**config.mk**
```make
export PLATFORM = sky130hd
export DESIGN_NAME = fsm_monitor
export DESIGN_NICKNAME = d
export VERILOG_FILES = /design/src/fsm_pkg.sv /design/src/fsm_hold_timer.sv /design/src/fsm_monitor.sv
export SDC_FILE = /design/constraint.sdc
export NUM_CORES = 2
export LEC_CHECK = 0
export BUFFER_PORTS_ARGS = -buffer_cell sky130_fd_sc_hd__buf_4
export CAP_MARGIN = 40
export CORE_MARGIN = 2
export CORE_UTILIZATION = 45
export CTS_CLUSTER_DIAMETER = 150
export CTS_CLUSTER_SIZE = 40
export DETAILED_ROUTE_END_ITERATION = 6
export PLACE_DENSITY_LB_ADDON = 0.15
export SLEW_MARGIN = 0
export SYNTH_ARGS = -nofsm -noshare
export SYNTH_HDL_FRONTEND = slang
export SYNTH_SLANG_ARGS = --single-unit
export TNS_END_PERCENT = 10
```
**constraint.sdc**
```tcl
create_clock -name ref_clk -period 31.1 [get_ports ref_clk]
set_input_delay 1.555 -clock ref_clk [delete_from_list [all_inputs] [get_ports ref_clk]]
set_output_delay 1.555 -clock ref_clk [all_outputs]
set_load 0.02 [all_outputs]
```
**src/fsm_pkg.sv**
```systemverilog
package fsm_pkg;
	// ==========================================
	// clock and timing
	localparam int unsigned CLK_HZ          = 100_000_000;
	localparam int unsigned TAKEOFF_MS      = 500;
	localparam int unsigned LANDING_MS      = 2000;
	localparam int unsigned TAKEOFF_CYCLES  = (TAKEOFF_MS * (CLK_HZ / 1000));
	localparam int unsigned LANDING_CYCLES  = (LANDING_MS * (CLK_HZ / 1000));
	localparam int unsigned TICK_MS_CYCLES  = CLK_HZ / 1000;
	localparam int unsigned FLASH_HALF_MS   = 250;
	// ==========================================
	// speed thresholds in internal unit of 0.01 km/h
	localparam logic [15:0] SPEED_TAKEOFF   = 16'h03E8;
	localparam logic [15:0] SPEED_LANDING   = 16'h01F4;
	// ==========================================
	// widths
	localparam int unsigned SPW   = 16;
	localparam int unsigned ALW   = 20;
	localparam int unsigned CRW   = 24;
	localparam int unsigned VW    = 12;
	localparam int unsigned PW    = 24;
	localparam int unsigned GW    = 7;
	// gauge full scale 100 percent
	localparam logic [GW-1:0] GAUGE_FULL = 7'h64;
	// ==========================================
	// enumerations
	typedef enum logic [1:0] {FSM_LANDED, FSM_AIRBORNE, FSM_SPARE} fsm_flight_t;
	typedef enum logic [2:0] {
		FSM_NAV_SEARCH, FSM_NAV_BARS, FSM_NAV_FAIL, FSM_NAV_LOCK,
		FSM_NAV_FAIL_FLASH, FSM_NAV_LOST
	} fsm_nav_t;
	typedef enum logic [1:0] {FSM_REC_OFF, FSM_REC_READY, FSM_REC_ACTIVE, FSM_REC_ERROR} fsm_rec_t;
	typedef enum logic [1:0] {FSM_AUX_NONE, FSM_AUX_VIDEO, FSM_AUX_RSSI, FSM_AUX_RES} fsm_aux_t;
endpackage : fsm_pkg

```
**src/fsm_hold_timer.sv**
```systemverilog
`timescale 1ns/10ps
// ==========================================
// counts cycles while a condition holds; done once the count is reached
module fsm_hold_timer #(
	parameter int unsigned COUNT = 4
) (
	// clock and reset
	input  wire logic ref_clk,
	input  wire logic reset,
	// condition
	input  wire logic cond,
	output logic      done
);
	localparam int unsigned CW = $clog2(COUNT + 1);
	localparam logic [CW-1:0] LAST = CW'(COUNT - 1);
	logic [CW-1:0] cnt;

	// any drop of the condition restarts the wait
	always_ff @(posedge ref_clk or posedge reset) begin
		if (reset) begin
			cnt  <= '0;
			done <= 1'b0;
		end else if (!cond) begin
			cnt  <= '0;
			done <= 1'b0;
		end else if (cnt != LAST) begin
			cnt  <= cnt + CW'(1);
		end else begin
			done <= 1'b1;
		end
	end
endmodule : fsm_hold_timer

```
**src/fsm_monitor.sv**
```systemverilog
`timescale 1ns/10ps
module fsm_monitor #(
	parameter int unsigned TAKEOFF_HOLD = fsm_pkg::TAKEOFF_CYCLES,
	parameter int unsigned LANDING_HOLD = fsm_pkg::LANDING_CYCLES,
	parameter int unsigned MS_TICK      = fsm_pkg::TICK_MS_CYCLES
) (
	// clock and reset
	input  wire logic                       ref_clk,
	input  wire logic                       reset,
	// receiver data, speed in 0.01 km/h
	input  wire logic [fsm_pkg::SPW-1:0]    speed,
	input  wire logic signed [fsm_pkg::ALW-1:0] altitude,
	input  wire logic signed [fsm_pkg::PW-1:0]  lat,
	input  wire logic signed [fsm_pkg::PW-1:0]  lon,
	input  wire logic [8:0]                 heading,
	input  wire logic                       sample_valid,
	input  wire logic                       link_up,
	input  wire logic                       sats_heard,
	input  wire logic                       fix_ok,
	input  wire logic [7:0]                 hdop,
	input  wire logic [3:0]                 sats_used,
	// power and auxiliary sensing
	input  wire logic [fsm_pkg::VW-1:0]     batt_volt,
	input  wire logic [fsm_pkg::VW-1:0]     batt_curr_ma,
	input  wire logic [fsm_pkg::VW-1:0]     aux_volt,
	// configuration
	input  wire logic [fsm_pkg::VW-1:0]     gauge_vmin,
	input  wire logic [fsm_pkg::VW-1:0]     gauge_vmax,
	input  wire fsm_pkg::fsm_aux_t          aux_mode,
	input  wire logic [fsm_pkg::VW-1:0]     aux_low,
	input  wire logic                       rec_enable,
	input  wire logic                       dist_los,
	// card and remote
	input  wire logic                       card_present,
	input  wire logic                       card_fault,
	input  wire logic                       max_alt_clear,
	// state outputs
	output fsm_pkg::fsm_flight_t            flight,
	output fsm_pkg::fsm_rec_t               rec_status,
	output logic                            rec_sample,
	output fsm_pkg::fsm_nav_t               nav_status,
	output logic [7:0]                      nav_value,
	output logic                            flash,
	// position outputs
	output logic signed [fsm_pkg::PW-1:0]   shown_lat,
	output logic signed [fsm_pkg::PW-1:0]   shown_lon,
	output logic signed [fsm_pkg::PW:0]     home_dlat,
	output logic signed [fsm_pkg::PW:0]     home_dlon,
	output logic [8:0]                      home_heading,
	output logic [fsm_pkg::PW+1:0]          home_dist,
	// altitude outputs
	output logic signed [fsm_pkg::ALW:0]    rel_alt,
	output logic signed [fsm_pkg::ALW:0]    max_alt,
	output logic signed [fsm_pkg::ALW:0]    climb,
	// power outputs
	output logic [fsm_pkg::CRW-1:0]         charge_mah,
	output logic [fsm_pkg::GW-1:0]          gauge,
	// auxiliary outputs
	output logic                            aux_show,
	output logic [fsm_pkg::VW-1:0]          aux_value,
	output logic                            aux_flash
);
	import fsm_pkg::*;

	// ==========================================
	// flight state
	logic fast_held;
	logic slow_held;

	fsm_hold_timer #(.COUNT(TAKEOFF_HOLD)) u_takeoff (
		.ref_clk (ref_clk),
		.reset   (reset),
		.cond    (speed > SPEED_TAKEOFF),
		.done    (fast_held)
	);
	// one cycle more than the hold so that it is strictly longer
	fsm_hold_timer #(.COUNT(LANDING_HOLD + 1)) u_landing (
		.ref_clk (ref_clk),
		.reset   (reset),
		.cond    (speed < SPEED_LANDING),
		.done    (slow_held)
	);

	always_ff @(posedge ref_clk or posedge reset) begin
		if (reset) begin
			flight <= FSM_LANDED;
		end else begin
			unique case (flight)
				FSM_LANDED:   if (fast_held) flight <= FSM_AIRBORNE;
				FSM_AIRBORNE: if (slow_held) flight <= FSM_LANDED;
				default:      flight <= FSM_LANDED;
			endcase
		end
	end

	// ==========================================
	// flight recorder
	always_ff @(posedge ref_clk or posedge reset) begin
		if (reset) begin
			rec_status <= FSM_REC_OFF;
			rec_sample <= 1'b0;
		end else begin
			rec_sample <= 1'b0;
			if (!rec_enable) begin
				rec_status <= FSM_REC_OFF;
			end else if (!card_present || card_fault) begin
				rec_status <= FSM_REC_ERROR;
			end else if (flight == FSM_AIRBORNE) begin
				rec_status <= FSM_REC_ACTIVE;
				rec_sample <= sample_valid;
			end else begin
				rec_status <= FSM_REC_READY;
			end
		end
	end

	// ==========================================
	// navigation status
	fsm_nav_t next_nav;
	logic     ever_locked;

	always_comb begin
		next_nav = nav_status;
		unique case (nav_status)
			FSM_NAV_SEARCH: begin
				if (!link_up && ever_locked) next_nav = FSM_NAV_FAIL_FLASH;
				else if (!link_up)           next_nav = FSM_NAV_FAIL;
				else if (fix_ok)             next_nav = FSM_NAV_LOCK;
				else if (sats_heard && !ever_locked) next_nav = FSM_NAV_BARS;
			end
			FSM_NAV_BARS: begin
				if (!link_up)     next_nav = FSM_NAV_FAIL;
				else if (fix_ok)  next_nav = FSM_NAV_LOCK;
			end
			FSM_NAV_FAIL: begin
				if (link_up)      next_nav = FSM_NAV_SEARCH;
			end
			FSM_NAV_LOCK: begin
				if (!link_up)     next_nav = FSM_NAV_FAIL_FLASH;
				else if (!fix_ok) next_nav = FSM_NAV_LOST;
			end
			FSM_NAV_FAIL_FLASH: begin
				if (link_up)      next_nav = FSM_NAV_SEARCH;
			end
			FSM_NAV_LOST: begin
				if (!link_up)     next_nav = FSM_NAV_FAIL_FLASH;
				else if (fix_ok)  next_nav = FSM_NAV_LOCK;
			end
			default: next_nav = FSM_NAV_SEARCH;
		endcase
	end

	always_ff @(posedge ref_clk or posedge reset) begin
		if (reset) begin
			nav_status  <= FSM_NAV_SEARCH;
			ever_locked <= 1'b0;
			nav_value   <= 8'h00;
		end else begin
			nav_status <= next_nav;
			if (next_nav == FSM_NAV_LOCK) ever_locked <= 1'b1;
			// bars and every other state show the used satellite count, lock shows precision (hdop) only
			if (next_nav == FSM_NAV_LOCK) nav_value <= hdop;
			else                          nav_value <= {4'h0, sats_used};
		end
	end

	// ==========================================
	// coordinates frozen whenever not locked
	logic pos_live;
	assign pos_live = (next_nav == FSM_NAV_LOCK) && sample_valid;

	always_ff @(posedge ref_clk or posedge reset) begin
		if (reset) begin
			shown_lat <= '0;
			shown_lon <= '0;
		end else if (pos_live) begin
			shown_lat <= lat;
			shown_lon <= lon;
		end
	end

	// ==========================================
	// flash divider, also the millisecond tick
	localparam int unsigned MSW = $clog2(MS_TICK + 1);
	logic [MSW-1:0] ms_cnt;
	logic           ms_tick;
	logic [8:0]     flash_cnt;

	always_ff @(posedge ref_clk or posedge reset) begin
		if (reset) begin
			ms_cnt    <= '0;
			ms_tick   <= 1'b0;
			flash_cnt <= 9'h000;
			flash     <= 1'b0;
		end else begin
			ms_tick <= 1'b0;
			if (ms_cnt == MSW'(MS_TICK - 1)) begin
				ms_cnt  <= '0;
				ms_tick <= 1'b1;
			end else begin
				ms_cnt <= ms_cnt + MSW'(1);
			end
			if (ms_tick) begin
				if (flash_cnt == 9'(FLASH_HALF_MS - 1)) begin
					flash_cnt <= 9'h000;
					flash     <= ~flash;
				end else begin
					flash_cnt <= flash_cnt + 9'h001;
				end
			end
		end
	end

	// ==========================================
	// home reference taken while landed
	logic signed [PW-1:0]  home_lat;
	logic signed [PW-1:0]  home_lon;
	logic signed [ALW-1:0] home_alt;
	logic signed [PW:0]    dlat;
	logic signed [PW:0]    dlon;
	logic [PW:0]           adlat;
	logic [PW:0]           adlon;

	always_ff @(posedge ref_clk or posedge reset) begin
		if (reset) begin
			home_lat <= '0;
			home_lon <= '0;
			home_alt <= '0;
		end else if (flight == FSM_LANDED && sample_valid && fix_ok) begin
			home_lat <= lat;
			home_lon <= lon;
			home_alt <= altitude;
		end
	end

	assign dlat  = (PW+1)'(home_lat) - (PW+1)'(shown_lat);
	assign dlon  = (PW+1)'(home_lon) - (PW+1)'(shown_lon);
	assign adlat = dlat[PW] ? (PW+1)'(-dlat) : dlat;
	assign adlon = dlon[PW] ? (PW+1)'(-dlon) : dlon;

	// distance is an octagonal approximation: max plus half of min
	logic [PW+1:0] ground_d;
	logic [PW+1:0] abs_alt;
	logic [PW+1:0] gmax;
	logic [PW+1:0] gmin;
	logic [PW+1:0] los_d;
	always_comb begin
		gmax     = (adlat > adlon) ? (PW+2)'(adlat) : (PW+2)'(adlon);
		gmin     = (adlat > adlon) ? (PW+2)'(adlon) : (PW+2)'(adlat);
		ground_d = gmax + (gmin >> 1);
		abs_alt  = rel_alt[ALW] ? (PW+2)'(-rel_alt) : (PW+2)'(rel_alt);
		los_d    = (ground_d > abs_alt) ? ground_d + (abs_alt >> 1) : abs_alt + (ground_d >> 1);
	end

	always_ff @(posedge ref_clk or posedge reset) begin
		if (reset) begin
			home_dlat    <= '0;
			home_dlon    <= '0;
			home_heading <= 9'h000;
			home_dist    <= '0;
		end else begin
			home_dlat    <= dlat;
			home_dlon    <= dlon;
			home_heading <= heading;
			home_dist    <= dist_los ? los_d : ground_d;
		end
	end

	// ==========================================
	// altitude
	logic signed [ALW:0] next_rel;
	logic signed [ALW:0] prev_rel;
	assign next_rel = (ALW+1)'(altitude) - (ALW+1)'(home_alt);

	always_ff @(posedge ref_clk or posedge reset) begin
		if (reset) begin
			rel_alt  <= '0;
			prev_rel <= '0;
			climb    <= '0;
			max_alt  <= '0;
		end else begin
			if (sample_valid) begin
				rel_alt  <= next_rel;
				prev_rel <= rel_alt;
			end
			climb <= rel_alt - prev_rel;
			if (max_alt_clear)          max_alt <= '0;
			else if (rel_alt > max_alt) max_alt <= rel_alt;
		end
	end

	// ==========================================
	// charge: mA per millisecond summed, reset clears it only
	logic [CRW+11:0] charge_uas;
	always_ff @(posedge ref_clk or posedge reset) begin
		if (reset) begin
			charge_uas <= '0;
			charge_mah <= '0;
		end else begin
			if (ms_tick) charge_uas <= charge_uas + (CRW+12)'(batt_curr_ma);
			// 3.6e6 mA-ms per mAh; divide is slow but only feeds a display
			charge_mah <= CRW'(charge_uas / (CRW+12)'(3_600_000));
		end
	end

	// ==========================================
	// fuel gauge
	logic [VW-1:0]    span;
	logic [VW-1:0]    above;
	logic [VW+GW-1:0] scaled;
	always_comb begin
		span   = (gauge_vmax > gauge_vmin) ? gauge_vmax - gauge_vmin : VW'(1);
		above  = (batt_volt > gauge_vmin) ? batt_volt - gauge_vmin : '0;
		scaled = (VW+GW)'(above) * (VW+GW)'(GAUGE_FULL);
	end

	always_ff @(posedge ref_clk or posedge reset) begin
		if (reset) gauge <= '0;
		else if (batt_volt >= gauge_vmax) gauge <= GAUGE_FULL;
		else gauge <= GW'(scaled / (VW+GW)'(span));
	end

	// ==========================================
	// auxiliary port
	always_ff @(posedge ref_clk or posedge reset) begin
		if (reset) begin
			aux_show  <= 1'b0;
			aux_value <= '0;
			aux_flash <= 1'b0;
		end else begin
			unique case (aux_mode)
				FSM_AUX_VIDEO: begin
					aux_show  <= 1'b1;
					aux_value <= aux_volt;
					aux_flash <= (aux_volt < aux_low) && flash;
				end
				FSM_AUX_RSSI: begin
					aux_show  <= 1'b1;
					aux_value <= aux_volt;
					aux_flash <= (aux_volt < aux_low) && flash;
				end
				default: begin
					aux_show  <= 1'b0;
					aux_value <= '0;
					aux_flash <= 1'b0;
				end
			endcase
		end
	end
endmodule : fsm_monitor

```
==> impl_metrics.env <==
export IMPL_status="finished, violations left"
export IMPL_violations="setup timing"
export IMPL_grt_use_met3_pct=2.050
export IMPL_ios=448
export IMPL_worstHoldStart="u_landing.done"
export IMPL_synth_top_cell_area_share_pct=22.76
export IMPL_hold_slack_ns=0.4566
export IMPL_crit_slowest_cell="fa_1"
export IMPL_syn_inst=6163
export IMPL_drive_gt1_share_pct=26.83
export IMPL_crit_start="gauge_vmin[0]"
export IMPL_drt_wl_total_mm=154.0
export IMPL_end_kind="register"
export IMPL_gp_congestion=0.9101
export IMPL_numCtsBuffers=18
export IMPL_fmax_ghz=0.02279
export IMPL_layout_cells_non_filler=8943
export IMPL_slew_headroom_pct=36.54
export IMPL_slew_viol_final=0
export IMPL_tightest_slew_ns=0.9519
export IMPL_postRouteAntennaNets=0
export IMPL_dp_worst_setup_slack_ns=-14.22
export IMPL_hold_viol=0
export IMPL_clk_latency_ns=0.66
export IMPL_worst_slack_ns=-12.77
export IMPL_cp_start_kind="primary input"
export IMPL_crit_top_cell="o21a_1"
export IMPL_yosysSeqAreaShare_pct=22.76
export IMPL_min_path_type="register to register"
export IMPL_grt_usage_pct=25.70
export IMPL_ys_flop_type="dfrtp_1"
export IMPL_wl_per_cell_um=17.22
export IMPL_fp_dieW_um=338.2
export IMPL_fin_skew_ns=0.05263
export IMPL_dpl_cell_area_um2=61170
export IMPL_cp_top_family="compound AO/OA/AOI/OAI gates"
export IMPL_nets=8157
export IMPL_cp_data_required_time_ns=31.57
export IMPL_synth_top_area_cell="dfrtp_1"
export IMPL_grt_max_degree=177
export IMPL_cts_htree_levels=1
export IMPL_rr_startpoint="charge_uas[21]"
export IMPL_ys_seq_elements=457
export IMPL_grt_util_met2_pct=43.56
export IMPL_worstPathArrival_ns=44.34
export IMPL_setup_viol=5
export IMPL_core_rowCount=122
export IMPL_yosys_warnings=0
export IMPL_crit_fanout=7
export IMPL_final_cell_mix="buf_4 (1416), nor2_1 (492), ha_1 (482)"
export IMPL_num_vias=49453
export IMPL_drt_initial_drc_count=3069
export IMPL_synth_area_um2=50250
export IMPL_synthTopCellsByArea="dfrtp_1 (23%), ha_1 (13%), xnor2_1 (7.1%)"
export IMPL_dr_pass1_iters=6
export IMPL_synthArstFlopShare_pct=100.0
export IMPL_critPathMaxStageDelay_ns=0.55
export IMPL_path_clk_slew_ns=0.14
export IMPL_critPathKind="primary input to register"
export IMPL_hpwl_mm=121.2
export IMPL_final_common_cell="buf_4"
export IMPL_portBuffers=437
export IMPL_antenna_found_initial=8
export IMPL_grt_use_met1_pct=35.50
export IMPL_rsz0062_at_grt="true"
export IMPL_drv_cap=0
export IMPL_grt_pass1_vias=47727
export IMPL_synth_cell_types=133
export IMPL_grt_busiest_layer="met2"
export IMPL_grt_overflow=0
export IMPL_fp_dieH_um=338.2
export IMPL_viasPerCell=5.530
export IMPL_area_delta_synth_final_pct=27.46
export IMPL_cts_tree="built"
export IMPL_drc=0
export IMPL_crit_buf_inv=10
export IMPL_fin_area_um2=64050
export IMPL_synth_edf_count=0
export IMPL_initial_core_util_pct=45.41
export IMPL_fp_coreArea_um2=110700
export IMPL_finalCriticalPeriod_ns=43.87
export IMPL_clockBufferDepth=3
export IMPL_dp_cells=8743
export IMPL_cts_sinks=457
export IMPL_die_area_um2=114400
export IMPL_grt_pass1_wl_mm=247.4
export IMPL_post_route_period_util_pct=141.1
export IMPL_cts_root_buf="clkbuf_16"
export IMPL_avgSynthCellArea_um2=8.153
-- cell type report --
class	count	area, um2
tap	1488	1862
multi-input combinational	5067	37440
antenna	5	12.51
fill	10083	46620
timing repair buffer	1438	10900
inverter	460	1742
sequential	457	11440
clock inverter	9	192.7
clock buffer	18	450.4
timing repair inverter	1	6.256
-- logic make-up (layout without fill, tap and decap cells) --
logic type	Yosys count	after routing	synth area share, %
and+or+nand+nor	1907	1907	18.72
AOI/OAI and AO/OA	1679	1679	22.28
buffers and inverters	661	1926	5.202
xor gates and xnor gates	613	613	10.85
adders and majority gates	529	529	13.42
DFF	457	457	22.76
muxes	315	315	6.758
other	2	29	0.01495
-- synthesized netlist by cell type (124+ instances only) --
master	n
nand3_1	136
nor2_1	510
inv_1	447
xor2_1	199
ha_1	506
a21o_1	178
dfrtp_1	457
o21ai_0	350
mux2i_1	124
nand2_1	483
a21oi_1	450
nor3_1	147
mux2_2	186
clkbuf_1	145
xnor2_1	407
-- worst reg2reg max path, delay by kind of cell, from the launching register on --
family | cells | cell delay [ns]
simple gates | 15 | 4.67
compound gates | 39 | 14.49
buf+inv | 10 | 2.60
mux | 3 | 0.98
xor+xnor | 3 | 0.80
flops | 1 | 0.63
-- metrics by stage --
stage	TNS (ns)	utilization, %
final	-40.30	57.87
after global routing	-54.08	57.87
after CTS	-38.99	56.72
after detailed placement	-49.13	55.27
after global placement	-42.52	55.22
after floorplan	-54.16	-
-- routing by layer --
| layer | up-vias | share of wire [%] | routed length (um) |
|---|---|---|---|
| li1 | 24548 | - | - |
| met1 | 23637 | 46 | 70990 |
| met4 | 0 | 2.2 | 3417 |
| met3 | 177 | 4.1 | 6373 |
| met5 | - | 0 | 0 |
| met2 | 1091 | 48 | 73200 |
-- worst paths after layout --
path	end	slack, ns	depth (start not counted)
max	gauge[0]	-12.77	274
min	flight[0]	0.46	1
max reg2reg	charge_mah[0]	6.88	70
min reg2reg	flight[0]	0.46	1
max in group asynchronous	charge_mah[3]	27.96	4
min in group asynchronous	home_dlat[1]	0.96	2
-- repair_timing --
item                                    in CTS  in global routing
endpoints found under the setup margin       6                  7
gates resized for setup                     84                130
hold buffers                                 0                  0
gates cloned                                 1                  0
buffers inserted                            82                 85
pin swaps                                  127                239
-- registers in the layout (all words and copies together), names as in the netlist, 7 cells and up --
register	cells
home_lon	24
shown_lat	24
home_dlon	25
u_takeoff.cnt	26
home_heading	9
home_lat	24
flash_cnt	9
ms_cnt	17
charge_uas	36
u_landing.cnt	28
charge_mah	15
rel_alt	21
max_alt	21
gauge	7
aux_value	12
nav_value	8
climb	21
home_dlat	25
home_dist	26
shown_lon	24
prev_rel	21
home_alt	20
Power is left out: the tool's default activity adds up to more than one toggle a clock period on the data nets, which glitch-free logic cannot reach.
